===== src/rtl/ddr_mode_consts.vh =====
/*
 * Constants of the DDR mode and burst logic: mode write bank selects,
 * mode and extended mode field layout, reset values and DLL lock time.
 * Assumes it is included by bare name from the rtl files that use it.
 */
`ifndef DDR_MODE_CONSTS_VH
`define DDR_MODE_CONSTS_VH

// Mode register fields
`define MR_BL_LSB        0
`define MR_BL_MSB        2
`define MR_BT_BIT        3
`define MR_CL_LSB        4
`define MR_CL_MSB        6
`define MR_DLL_RST_BIT   8
`define MR_OPM_LSB       7
`define MR_OPM_MSB       12

// Burst length codes
`define BL_CODE_2        3'h1
`define BL_CODE_4        3'h2
`define BL_CODE_8        3'h3

// Read latency codes
`define CL_CODE_1P5      3'h5
`define CL_CODE_2        3'h2
`define CL_CODE_2P5      3'h6
`define CL_CODE_3        3'h3

// Extended mode register fields
`define EMR_DLL_DIS_BIT  0
`define EMR_HALF_DRV_BIT 1
`define EMR_SWITCH_BIT   2

// Bank address selecting the register on a mode write
`define BA_MODE_REG      2'h0
`define BA_EXT_MODE_REG  2'h1

// Reset values
`define MR_RST_VAL       13'h0021
`define EMR_RST_VAL      13'h0000

// DLL lock time in clock cycles
`define DLL_LOCK_CYCLES  200

`endif


===== src/rtl/burst_col_gen.v =====
/*
 * Column address of one beat of a burst, from the start column, the beat
 * index, the burst length code and the burst type.
 * Assumes a legal length code; a reserved code behaves as length 2.
 */
`timescale 1ns/100ps
`include "ddr_mode_consts.vh"

module burst_col_gen #(
    parameter COL_W = 10
) (
    input  wire [COL_W-1:0] i_start,
    input  wire [2:0]       i_beat,
    input  wire [2:0]       i_bl_code,
    input  wire             i_interleave,
    output wire [COL_W-1:0] o_col
);
    reg  [2:0] mask;
    wire [2:0] seq_low;
    wire [2:0] low;

    always @* begin
        if (i_bl_code == `BL_CODE_8) begin
            mask = 3'h7;
        end else if (i_bl_code == `BL_CODE_4) begin
            mask = 3'h3;
        end else begin
            mask = 3'h1;
        end
    end

    // Wrap inside the aligned block; upper bits pick the block
    assign seq_low = i_start[2:0] + i_beat;
    assign low     = i_interleave ? (i_start[2:0] ^ i_beat)
                                  : seq_low;
    assign o_col   = {i_start[COL_W-1:3],
                      (i_start[2:0] & ~mask) | (low & mask)};
endmodule


===== src/rtl/ddr_mode_config_burst_logic.v =====
/*
 * Mode, extended mode, burst column sequencing, read latency timing and
 * DLL enable and lock tracking of a DDR SDRAM, seen from inside the part.
 * Assumes command pins are sampled on i_mclk by the caller's front end,
 * so they arrive in this clock's domain with no synchroniser.
 */
// What this block does
// - Burst lengths 2, 4, 8, both types
// - Burst stays in aligned block, wrapping
// - Block from upper bits, start from low
// - One burst length for reads and writes
// - Burst type taken from A3 on mode write
// - Order from length, type and start column
// - Sequential adds modulo length; interleave XORs
// - Read latency 1.5, 2, 2.5 or 3 cycles
// - First read data at edge n plus m
// - DLL off in self refresh, back after
// - Extended register holds DLL and drive controls
// - Reduced-strength driver option, about half drive
// - Extended write: mode write, BA0 high, BA1 low
// - Extended register held until rewritten
// - Mode write: all strobes low, BA0 and BA1 low
`timescale 1ns/100ps
`include "ddr_mode_consts.vh"

module ddr_mode_config_burst_logic #(
    parameter COL_W = 10
) (
    input  wire             i_mclk,
    input  wire             i_rst_b,
    input  wire             i_cke,
    input  wire             i_cs_b,
    input  wire             i_ras_b,
    input  wire             i_cas_b,
    input  wire             i_we_b,
    input  wire [1:0]       i_ba,
    input  wire [12:0]      i_addr,
    output wire             o_col_valid,
    input  wire             i_col_ready,
    output wire [COL_W-1:0] o_col,
    output wire             o_col_write,
    output wire             o_col_last,
    output wire             o_cmd_ready,
    output wire             o_rd_first,
    output wire             o_rd_half,
    output wire [2:0]       o_burst_len_code,
    output wire             o_interleave,
    output wire [2:0]       o_cas_lat_code,
    output wire             o_mode_reserved,
    output wire             o_half_drive,
    output wire             o_switch_bit_set,
    output wire             o_dll_on,
    output wire             o_dll_locked,
    output wire             o_self_refresh
);
    localparam [2:0] DLL_OFF     = 3'h1;
    localparam [2:0] DLL_LOCKING = 3'h2;
    localparam [2:0] DLL_LOCKED  = 3'h4;
    localparam [7:0] LOCK_LAST   = `DLL_LOCK_CYCLES - 1;

    reg  [12:0]      mr_r;
    reg  [12:0]      emr_r;
    reg              sref_r;
    reg  [2:0]       dll_st_r;
    reg  [2:0]       dll_st_nxt;
    reg  [7:0]       lock_cnt_r;
    reg              busy_r;
    reg  [2:0]       beat_r;
    reg  [COL_W-1:0] start_r;
    reg              wr_r;
    reg  [3:0]       rd_pipe_r;
    reg              rd_first_r;
    reg              rd_half_r;
    reg  [2:0]       len_mask;
    reg  [1:0]       lat_tap;
    reg              lat_half;
    reg              mode_bad;

    wire             sel;
    wire             cmd_mode_wr;
    wire             cmd_rd;
    wire             cmd_wr;
    wire             cmd_sref_in;
    wire             dll_want;
    wire [2:0]       bl_code;
    wire [2:0]       cl_code;
    wire [COL_W-1:0] beat_col;
    wire             last_beat;
    wire             buf_ready;

    // Command decode; pins are active low
    assign sel         = ~i_cs_b;
    assign cmd_mode_wr = sel & ~i_ras_b & ~i_cas_b & ~i_we_b;
    assign cmd_rd      = sel & i_ras_b & ~i_cas_b & i_we_b;
    assign cmd_wr      = sel & i_ras_b & ~i_cas_b & ~i_we_b;
    assign cmd_sref_in = sel & ~i_ras_b & ~i_cas_b & i_we_b & ~i_cke;

    assign bl_code = mr_r[`MR_BL_MSB:`MR_BL_LSB];
    assign cl_code = mr_r[`MR_CL_MSB:`MR_CL_LSB];

    // Mode and extended mode registers
    always @(posedge i_mclk or negedge i_rst_b) begin
        if (!i_rst_b) begin
            mr_r  <= `MR_RST_VAL;
            emr_r <= `EMR_RST_VAL;
        end else if (cmd_mode_wr) begin
            if (i_ba == `BA_MODE_REG) begin
                mr_r <= i_addr;
            end else if (i_ba == `BA_EXT_MODE_REG) begin
                emr_r <= i_addr;
            end
        end
    end
    // Extended bits otherwise held as written

    always @* begin
        if (bl_code == `BL_CODE_8) begin
            len_mask = 3'h7;
        end else if (bl_code == `BL_CODE_4) begin
            len_mask = 3'h3;
        end else begin
            len_mask = 3'h1;
        end
    end

    // Latency decode: whole cycles as a pipe tap, plus a half-cycle flag
    always @* begin
        lat_tap  = 2'h1;
        lat_half = 1'b0;
        if (cl_code == `CL_CODE_3) begin
            lat_tap = 2'h2;
        end else if (cl_code == `CL_CODE_2P5) begin
            lat_half = 1'b1;
        end else if (cl_code == `CL_CODE_1P5) begin
            lat_tap  = 2'h0;
            lat_half = 1'b1;
        end
    end

    // Reserved codes are flagged only; the block keeps running
    always @* begin
        mode_bad = 1'b0;
        if ((bl_code != `BL_CODE_2) && (bl_code != `BL_CODE_4) &&
            (bl_code != `BL_CODE_8)) begin
            mode_bad = 1'b1;
        end
        if ((cl_code != `CL_CODE_2) && (cl_code != `CL_CODE_2P5) &&
            (cl_code != `CL_CODE_3) && (cl_code != `CL_CODE_1P5)) begin
            mode_bad = 1'b1;
        end
        if (mr_r[`MR_OPM_MSB:`MR_OPM_LSB] !=
            {5'h00, mr_r[`MR_DLL_RST_BIT]} << 1) begin
            mode_bad = 1'b1;
        end
    end

    // Self refresh tracking: entered by refresh with CKE low, left on CKE
    always @(posedge i_mclk or negedge i_rst_b) begin
        if (!i_rst_b) begin
            sref_r <= 1'b0;
        end else if (cmd_sref_in) begin
            sref_r <= 1'b1;
        end else if (sref_r && i_cke) begin
            sref_r <= 1'b0;
        end
    end

    // DLL runs when enabled and not in self refresh
    assign dll_want = ~emr_r[`EMR_DLL_DIS_BIT] & ~sref_r & ~cmd_sref_in;

    always @* begin
        dll_st_nxt = dll_st_r;
        case (dll_st_r)
            DLL_OFF: begin
                if (dll_want) begin
                    dll_st_nxt = DLL_LOCKING;
                end
            end
            DLL_LOCKING: begin
                if (!dll_want) begin
                    dll_st_nxt = DLL_OFF;
                end else if (lock_cnt_r == LOCK_LAST) begin
                    dll_st_nxt = DLL_LOCKED;
                end
            end
            DLL_LOCKED: begin
                if (!dll_want) begin
                    dll_st_nxt = DLL_OFF;
                end else if (cmd_mode_wr && (i_ba == `BA_MODE_REG) &&
                             i_addr[`MR_DLL_RST_BIT]) begin
                    dll_st_nxt = DLL_LOCKING;
                end
            end
            default: begin
                dll_st_nxt = DLL_OFF;
            end
        endcase
    end

    // Lock time counts from each enable so the controller can see it
    always @(posedge i_mclk or negedge i_rst_b) begin
        if (!i_rst_b) begin
            dll_st_r   <= DLL_OFF;
            lock_cnt_r <= 8'h00;
        end else begin
            dll_st_r <= dll_st_nxt;
            if (dll_st_nxt != DLL_LOCKING || dll_st_r != DLL_LOCKING) begin
                lock_cnt_r <= 8'h00;
            end else begin
                lock_cnt_r <= lock_cnt_r + 8'h01;
            end
        end
    end

    // Burst sequencer; a new read or write cuts off the running burst
    assign last_beat = (beat_r == len_mask);

    always @(posedge i_mclk or negedge i_rst_b) begin
        if (!i_rst_b) begin
            busy_r  <= 1'b0;
            beat_r  <= 3'h0;
            start_r <= {COL_W{1'b0}};
            wr_r    <= 1'b0;
        end else if (cmd_rd || cmd_wr) begin
            busy_r  <= 1'b1;
            beat_r  <= 3'h0;
            start_r <= i_addr[COL_W-1:0];
            wr_r    <= cmd_wr;
        end else if (busy_r && buf_ready) begin
            if (last_beat) begin
                busy_r <= 1'b0;
            end else begin
                beat_r <= beat_r + 3'h1;
            end
        end
    end

    burst_col_gen #(
        .COL_W       (COL_W)
    ) u_col_gen (
        .i_start     (start_r),
        .i_beat      (beat_r),
        .i_bl_code   (bl_code),
        .i_interleave(mr_r[`MR_BT_BIT]),
        .o_col       (beat_col)
    );

    // Buffer absorbs receiver stalls; the sequencer waits on its ready
    two_entry_buf #(
        .W      (COL_W + 2)
    ) u_buf (
        .i_mclk (i_mclk),
        .i_rst_b(i_rst_b),
        .i_valid(busy_r),
        .o_ready(buf_ready),
        .i_data ({wr_r, last_beat, beat_col}),
        .o_valid(o_col_valid),
        .i_ready(i_col_ready),
        .o_data ({o_col_write, o_col_last, o_col})
    );

    // Read latency pipe: bit k set after edge n+k
    always @(posedge i_mclk or negedge i_rst_b) begin
        if (!i_rst_b) begin
            rd_pipe_r  <= 4'h0;
            rd_first_r <= 1'b0;
            rd_half_r  <= 1'b0;
        end else begin
            rd_pipe_r  <= {rd_pipe_r[2:0], cmd_rd};
            rd_first_r <= (lat_tap == 2'h0) ? cmd_rd
                                            : rd_pipe_r[lat_tap - 2'h1];
            rd_half_r  <= lat_half;
        end
    end

    assign o_cmd_ready      = buf_ready & ~cmd_mode_wr;
    assign o_rd_first       = rd_first_r;
    assign o_rd_half        = rd_half_r;
    assign o_burst_len_code = bl_code;
    assign o_interleave     = mr_r[`MR_BT_BIT];
    assign o_cas_lat_code   = cl_code;
    assign o_mode_reserved  = mode_bad;
    // Half drive roughly halves output current
    assign o_half_drive     = emr_r[`EMR_HALF_DRV_BIT];
    assign o_switch_bit_set = emr_r[`EMR_SWITCH_BIT];
    assign o_dll_on         = (dll_st_r != DLL_OFF);
    assign o_dll_locked     = (dll_st_r == DLL_LOCKED);
    assign o_self_refresh   = sref_r;
endmodule


===== src/rtl/two_entry_buf.v =====
/*
 * Two-entry buffer with valid and ready on both sides.
 * Assumes one clock; the drain side may hold off ready for any time.
 */
`timescale 1ns/100ps

module two_entry_buf #(
    parameter W = 11
) (
    input  wire         i_mclk,
    input  wire         i_rst_b,
    input  wire         i_valid,
    output wire         o_ready,
    input  wire [W-1:0] i_data,
    output wire         o_valid,
    input  wire         i_ready,
    output wire [W-1:0] o_data
);
    reg [W-1:0] mem_r [0:1];
    reg         wp_r;
    reg         rp_r;
    reg [1:0]   cnt_r;
    wire        push;
    wire        pop;

    assign o_ready = (cnt_r != 2'h2);
    assign o_valid = (cnt_r != 2'h0);
    assign o_data  = mem_r[rp_r];
    assign push    = i_valid & o_ready;
    assign pop     = o_valid & i_ready;

    always @(posedge i_mclk or negedge i_rst_b) begin
        if (!i_rst_b) begin
            wp_r     <= 1'b0;
            rp_r     <= 1'b0;
            cnt_r    <= 2'h0;
            mem_r[0] <= {W{1'b0}};
            mem_r[1] <= {W{1'b0}};
        end else begin
            if (push) begin
                mem_r[wp_r] <= i_data;
                wp_r        <= ~wp_r;
            end
            if (pop) begin
                rp_r <= ~rp_r;
            end
            if (push && !pop) begin
                cnt_r <= cnt_r + 2'h1;
            end else if (pop && !push) begin
                cnt_r <= cnt_r - 2'h1;
            end
        end
    end
endmodule


===== config.mk =====
export PLATFORM = sky130hd
export DESIGN_NAME = ddr_mode_config_burst_logic
export DESIGN_NICKNAME = d
export VERILOG_FILES = /design/src/rtl/burst_col_gen.v /design/src/rtl/ddr_mode_config_burst_logic.v /design/src/rtl/two_entry_buf.v
export VERILOG_INCLUDE_DIRS = /design/src /design/src/rtl
export SDC_FILE = /design/constraint.sdc
export NUM_CORES = 1
export LEC_CHECK = 0
export ABC_CLOCK_PERIOD_IN_PS = 2200
export BUFFER_PORTS_ARGS = -buffer_cell sky130_fd_sc_hd__buf_2
export CAP_MARGIN = 20
export CORE_UTILIZATION = 58
export CTS_BUF_LIST = sky130_fd_sc_hd__clkbuf_8
export DETAILED_ROUTE_END_ITERATION = 10
export GPL_ROUTABILITY_DRIVEN = 0
export PLACE_DENSITY = 0.81
export SLEW_MARGIN = 0
export SYNTH_ARGS = -nofsm -noshare
export SYNTH_HDL_FRONTEND = slang
export SYNTH_SLANG_ARGS = --single-unit

===== constraint.sdc =====
create_clock -name i_mclk -period 2.2 [get_ports i_mclk]
set_clock_uncertainty 0.05 [all_clocks]
set_input_delay 0.22 -clock i_mclk [delete_from_list [all_inputs] [get_ports i_mclk]]
set_output_delay 0.22 -clock i_mclk [all_outputs]
set_load 0.03 [all_outputs]

Word-level counts from Yosys, hierarchy flattened:

Cells that the tools add are included.

* output and inout bits: 29
* logic and storage cells: 149
* input bits: 23
* flip-flop bits (word level): 77

* add/subtract/negate cells: 6
* reductions and logical operators: 28
* equality and inequality tests: 23
* bitwise gates (word level): 33
* multiplexer cells: 38
* $lt $le $gt $ge: 4

Operators with widths (count)
* two-way mux 12 bit: 4
* two-way mux 3 bit: 10
* bitwise mux 24 bit: 1
* inequality test 3 x 2 -> 1 bit (second input constant): 6
* two-way mux 1 bit: 15
* AND 1 bit: 14
* demux 12 bit (select 1 bit): 1
* equality test 3 x 2 -> 1 bit (second input constant): 4
* logical AND 1 bit: 12
* NOT 1 bit: 12
* nonzero test 2 bit: 5
* equality test 3 bit (second input constant): 3
* one-hot mux 3 bit (3 select lines): 1
* adder 8 x 1 -> 8 bit (second input constant): 1
* equality test 8 bit (second input constant): 1
* two-way mux 2 bit: 4
* two-way mux 8 bit: 1
* AND 3 bit: 2
* inequality test 3 x 1 -> 1 bit (second input constant): 2
* inequality test 3 bit (second input constant): 2
* AND reduction 2 bit: 3
* nonzero test 5 bit: 1
* greater-or-equal comparator 2 bit (second input constant): 2
* logical NOT 2 bit: 2
* other kinds (19): 23

Logic depth before layout (Yosys ltp):

* depth in word-level cells: 12
* depth in mapped cells: 8
* mapped depth without buffers: 8

Cells and area by module:

Synthesis repeated with hierarchy kept, for this count alone.

* cells, all modules: 295
* area, all modules: 3580.9 sq um

By module, submodules not included
* ddr_mode_config_burst_logic: area an instance 2078.2 sq um, cells an instance 193, times used 1, seq. area each 1154.9 sq um
* two_entry_buf: area an instance 1332.5 sq um, cells an instance 80, times used 1, seq. area each 700.7 sq um
* burst_col_gen: area an instance 170.2 sq um, cells an instance 22, times used 1, seq. area each 0.0 sq um

Least setup slack after synthesis:

Ideal clock, no wire load.

* path kind: register to register
* from: reg beat_r[0]
* to: reg u_buf.mem_r[2] (netlist bit)
* buffers on the path: 0
* setup slack: 0.481 ns
* period minus slack after synthesis: 1.719 ns
* cell stages (with the launch flop): 9
* data required time: 2.022 ns
* setup time: 0.128 ns
* arrival: 1.541 ns
* path through: dfrtp_1 ha_1 inv_1 fa_1 nor2_1 xor2_1 and3_1 xnor2_1 o21ai_0

* cells in the longest elaborated chain, start to end: 5

Ends and longest elaborated chain
* start: declaration: line ddr_mode_config_burst_logic.v:68 `reg [2:0] beat_r;`
* start signal: assignment: line ddr_mode_config_burst_logic.v:233 `beat_r <= beat_r + 3'h1;`
* adder 3 bit: line burst_col_gen.v:33 `assign seq_low = i_start[2:0] + i_beat;`
* two-way mux 3 bit: line burst_col_gen.v:34 `assign low = i_interleave ? (i_start[2:0] ^ i_beat)`
* AND 3 bit: line burst_col_gen.v:37 `(i_start[2:0] & ~mask) | (low & mask)};`
* bitwise OR 3 bit: line burst_col_gen.v:37
* bitwise mux 24 bit: line two_entry_buf.v:41 `mem_r[wp_r] <= i_data;`
* end signal: indexed assignment: line two_entry_buf.v:41
* end: declaration: line two_entry_buf.v:19 `reg [W-1:0] mem_r [0:1];`

No other way between the ends.
A chain may end at the register's enable or synchronous reset.

Worst setup path after layout:

* from: reg u_buf.rp_r
* to: out o_col[7]

* cells in the longest elaborated chain, start to end: 4

Ends and longest elaborated chain
* start: declaration: line two_entry_buf.v:21 `reg rp_r;`
* start signal: assignment: line two_entry_buf.v:45 `rp_r <= ~rp_r;`
* NOT 1 -> 2 bit (implied by the code): line two_entry_buf.v:28 `assign o_data = mem_r[rp_r];`
* two-way mux 12 bit (implied by the code) (3 in series): line two_entry_buf.v:28
* end: declaration: line ddr_mode_config_burst_logic.v:40 `output wire [COL_W-1:0] o_col,`

No other way between the ends. The select of a mux whose other input is x is not followed.

==> metrics <==
DRC Markers 0; Setup Buffers After CTS 0; Die Width 77.9 um; Routed WL 6160 um; # clock sinks 74; largest family of logic cells by synthesized area multiplexers; Die ar. 0.00607 mm^2; worst hold path class in -> reg; crit path max fanout 13; Max VDD drop 0.790 mV; asr flop ratio synth 1.00; worst-path cell with the longest stage delay dfrtp_1; largest net degree at the start of global routing 75; commonest cells in the netlist dfrtp_1 (71), mux2_2 (46), nand2_1 (42), nor2_1 (23), o21ai_0 (11); Synth Cell Area 0.00334 mm^2; multiplexer area fraction after synthesis 0.158; final-report hold violation count 0; Cell variety after synth 39; mean area per synthesized cell 11.5 um^2; Initial Util 0.604; fillers 416; First-pass DRT Iterations 4; crit path cell chain mux2_2 > buf_2; Rows 27; HPWL Detailed 4220 um; clock-pin slew on the worst setup and hold paths 0.07 ns; YS warnings 0; xor/xnor share of the synthesized area 0.0419; PwrDens 1290 mW/mm^2; period utilization 0.868; LEAKAGE 0.00190 uW; Yosys top cell by area dfrtp_1; CP startpoint kind register; final slew viol count 0; Crit path required time 1.93 ns; Power, Total 4970 uW; Synth Area in Simple Gates 0.143; Crit Path Category reg -> out; count leader, synth dfrtp_1; RSZ-0062 raised after global routing false; f_max 524 MHz; Max-Cap Viols 0; post-synthesis sequential area ratio 0.555; Fin Setup TNS 0 ns; Compound-Gate Fraction of Synth Area 0.0460; Post-Synth Adder-Cell Area 0.0247; PostCTS Resize Cnt 0; Post-Syn Instances 290; clock root buffer clkbuf_8; outcome complete, no violations; Worst EP arrival 1.64 ns; number of port buffers 51; remaining global-route overflow 0; Worst-Skew Late Latency 0.34 ns; post-route antenna net violation count 0; CP max stage delay 0.71 ns; Antenna diodes 0; first-pass GRT wire length 10600 um; vias per inst 5.36; Worst-Margin Slew 0.573 ns; most area-consuming cells after synthesis dfrtp_1 (53%), mux2_2 (15%), nand2_1 (4.7%), nor2_1 (2.6%), dfstp_2 (2.4%); Post-synth EDFFs 0; Seq cells post-synth 74; CTS Hold Bufs 1; core area 0.00554 mm^2; number of buffers created by CTS 9; syn nets 319; CTS tree done; Longest Clk Path Bufs 2; Critical Path Sink Type output pin; gr usage total 0.230; WL per Instance 14.6 um; # setup viols final 0; Die Y 77.9 um; io pins 52; Final nets 373; min Tclk post-route 1.91 ns; Worst slew margin 0.618; H-tree depth 3; setup slack, reg-to-reg 0.29 ns; layout cells sized above 1 0.352; vias 2256; Area growth syn-to-layout 14.8%; area share of the leading cell type in the synthesized netlist 0.531; antenna violations before repair 0; 1st-iter DRT viols 139; vias in the first global route 2254; prevailing post-synth register cell dfrtp_1
## worst paths after layout
check | from | depth (start not counted) | endpoint
worst max-delay path | u_buf.rp_r | 2 | o_col[7]
worst min-delay path | i_cke | 2 | o_self_refresh
worst max register to register | beat_r[0] | 8 | u_buf.mem_r[2]
worst min register to register | rd_pipe_r[0] | 0 | rd_pipe_r[1]
max in group asynchronous | i_rst_b | 3 | mr_r[5]
min in group asynchronous | i_rst_b | 3 | u_buf.mem_r[11]
## cell type report
class / count / area, um^2 / area share
sequential: 74 / 1860 / 0.483
tap: 72 / 90.1 / 0.0235
clock inverter: 7 / 55.1 / 0.0143
inverter: 7 / 26.3 / 0.00684
multi-input combinational: 196 / 1380 / 0.360
clock buffer: 9 / 124 / 0.0323
timing repair buffer: 56 / 308 / 0.0802
## per-layer routing
metal	global-route usage	wire [um]	vias to the layer above
li1	-	-	1093
met3	0.0682	234	9
met1	0.314	2950	1101
met4	0.0759	91	0
met2	0.353	2880	53
met5	0	0	-
## cell usage in the layout, fill, tap and decap left out, types with 2 or more instances in the layout
cell type	Yosys	layout
xnor2_1	8	8
a21oi_1	8	8
nand3_1	6	6
dfstp_2	3	3
nand2_1	42	42
o21ai_0	11	11
mux2_2	46	46
and3_1	6	6
and2_1	2	2
nor2_1	23	23
and2_2	2	2
nor3b_1	2	2
dfrtp_1	71	71
buf_4	6	3
clkbuf_8	0	9
nand2b_1	5	5
ha_1	5	5
buf_2	2	51
nor4_1	3	3
a31oi_1	3	3
clkinv_2	0	2
inv_1	7	11
nor2b_1	2	2
xor2_1	8	8
## flip-flops by register name (all words and copies together), names as in the netlist
signal and cells:
start_r 10, busy_r 1, u_buf.cnt_r 2, dll_st_r 3, u_buf.mem_r 24, rd_pipe_r 2, o_rd_first 1, mr_r 12
o_self_refresh 1, u_buf.wp_r 1, wr_r 1, emr_r 3, u_buf.rp_r 1, lock_cnt_r 8, beat_r 3, o_rd_half 1
## stage by stage
stage          setup slack (ns)  instance area [um^2]  utilization  std cells  hold slack (ns)
2_1_floorplan             0.481                  3340            -        290           -0.126
3_3_place_gp              0.429                  3650        0.659        404            0.228
3_5_place_dp              0.297                  3650        0.659        404            0.228
4_1_cts                   0.247                  3840        0.693        421          0.00960
5_1_grt                   0.114                  3840        0.693        421           0.0242
6_report                  0.291                  3840        0.693        421           0.0222
## report_power, final
group	internal (uW)	switching (uW)
Combinational	833	1070
Sequential	1780	316
Clock	504	469
Total	3110	1860
## cell families (layout without fill, tap and decap cells)
group | Yosys count | count (layout)
compound gates | 27 | 27
xor+xnor | 16 | 16
fa+ha+maj | 6 | 6
buf+inv | 20 | 79
flops | 74 | 74
mux | 47 | 47
simple gates | 100 | 100
## critical path, delay by kind of cell (launching register included)
kind / cells / cell delay, ns
flops: 1 / 0.71
buf+inv: 1 / 0.18
mux: 1 / 0.41
(Power assumes the default switching activity.)
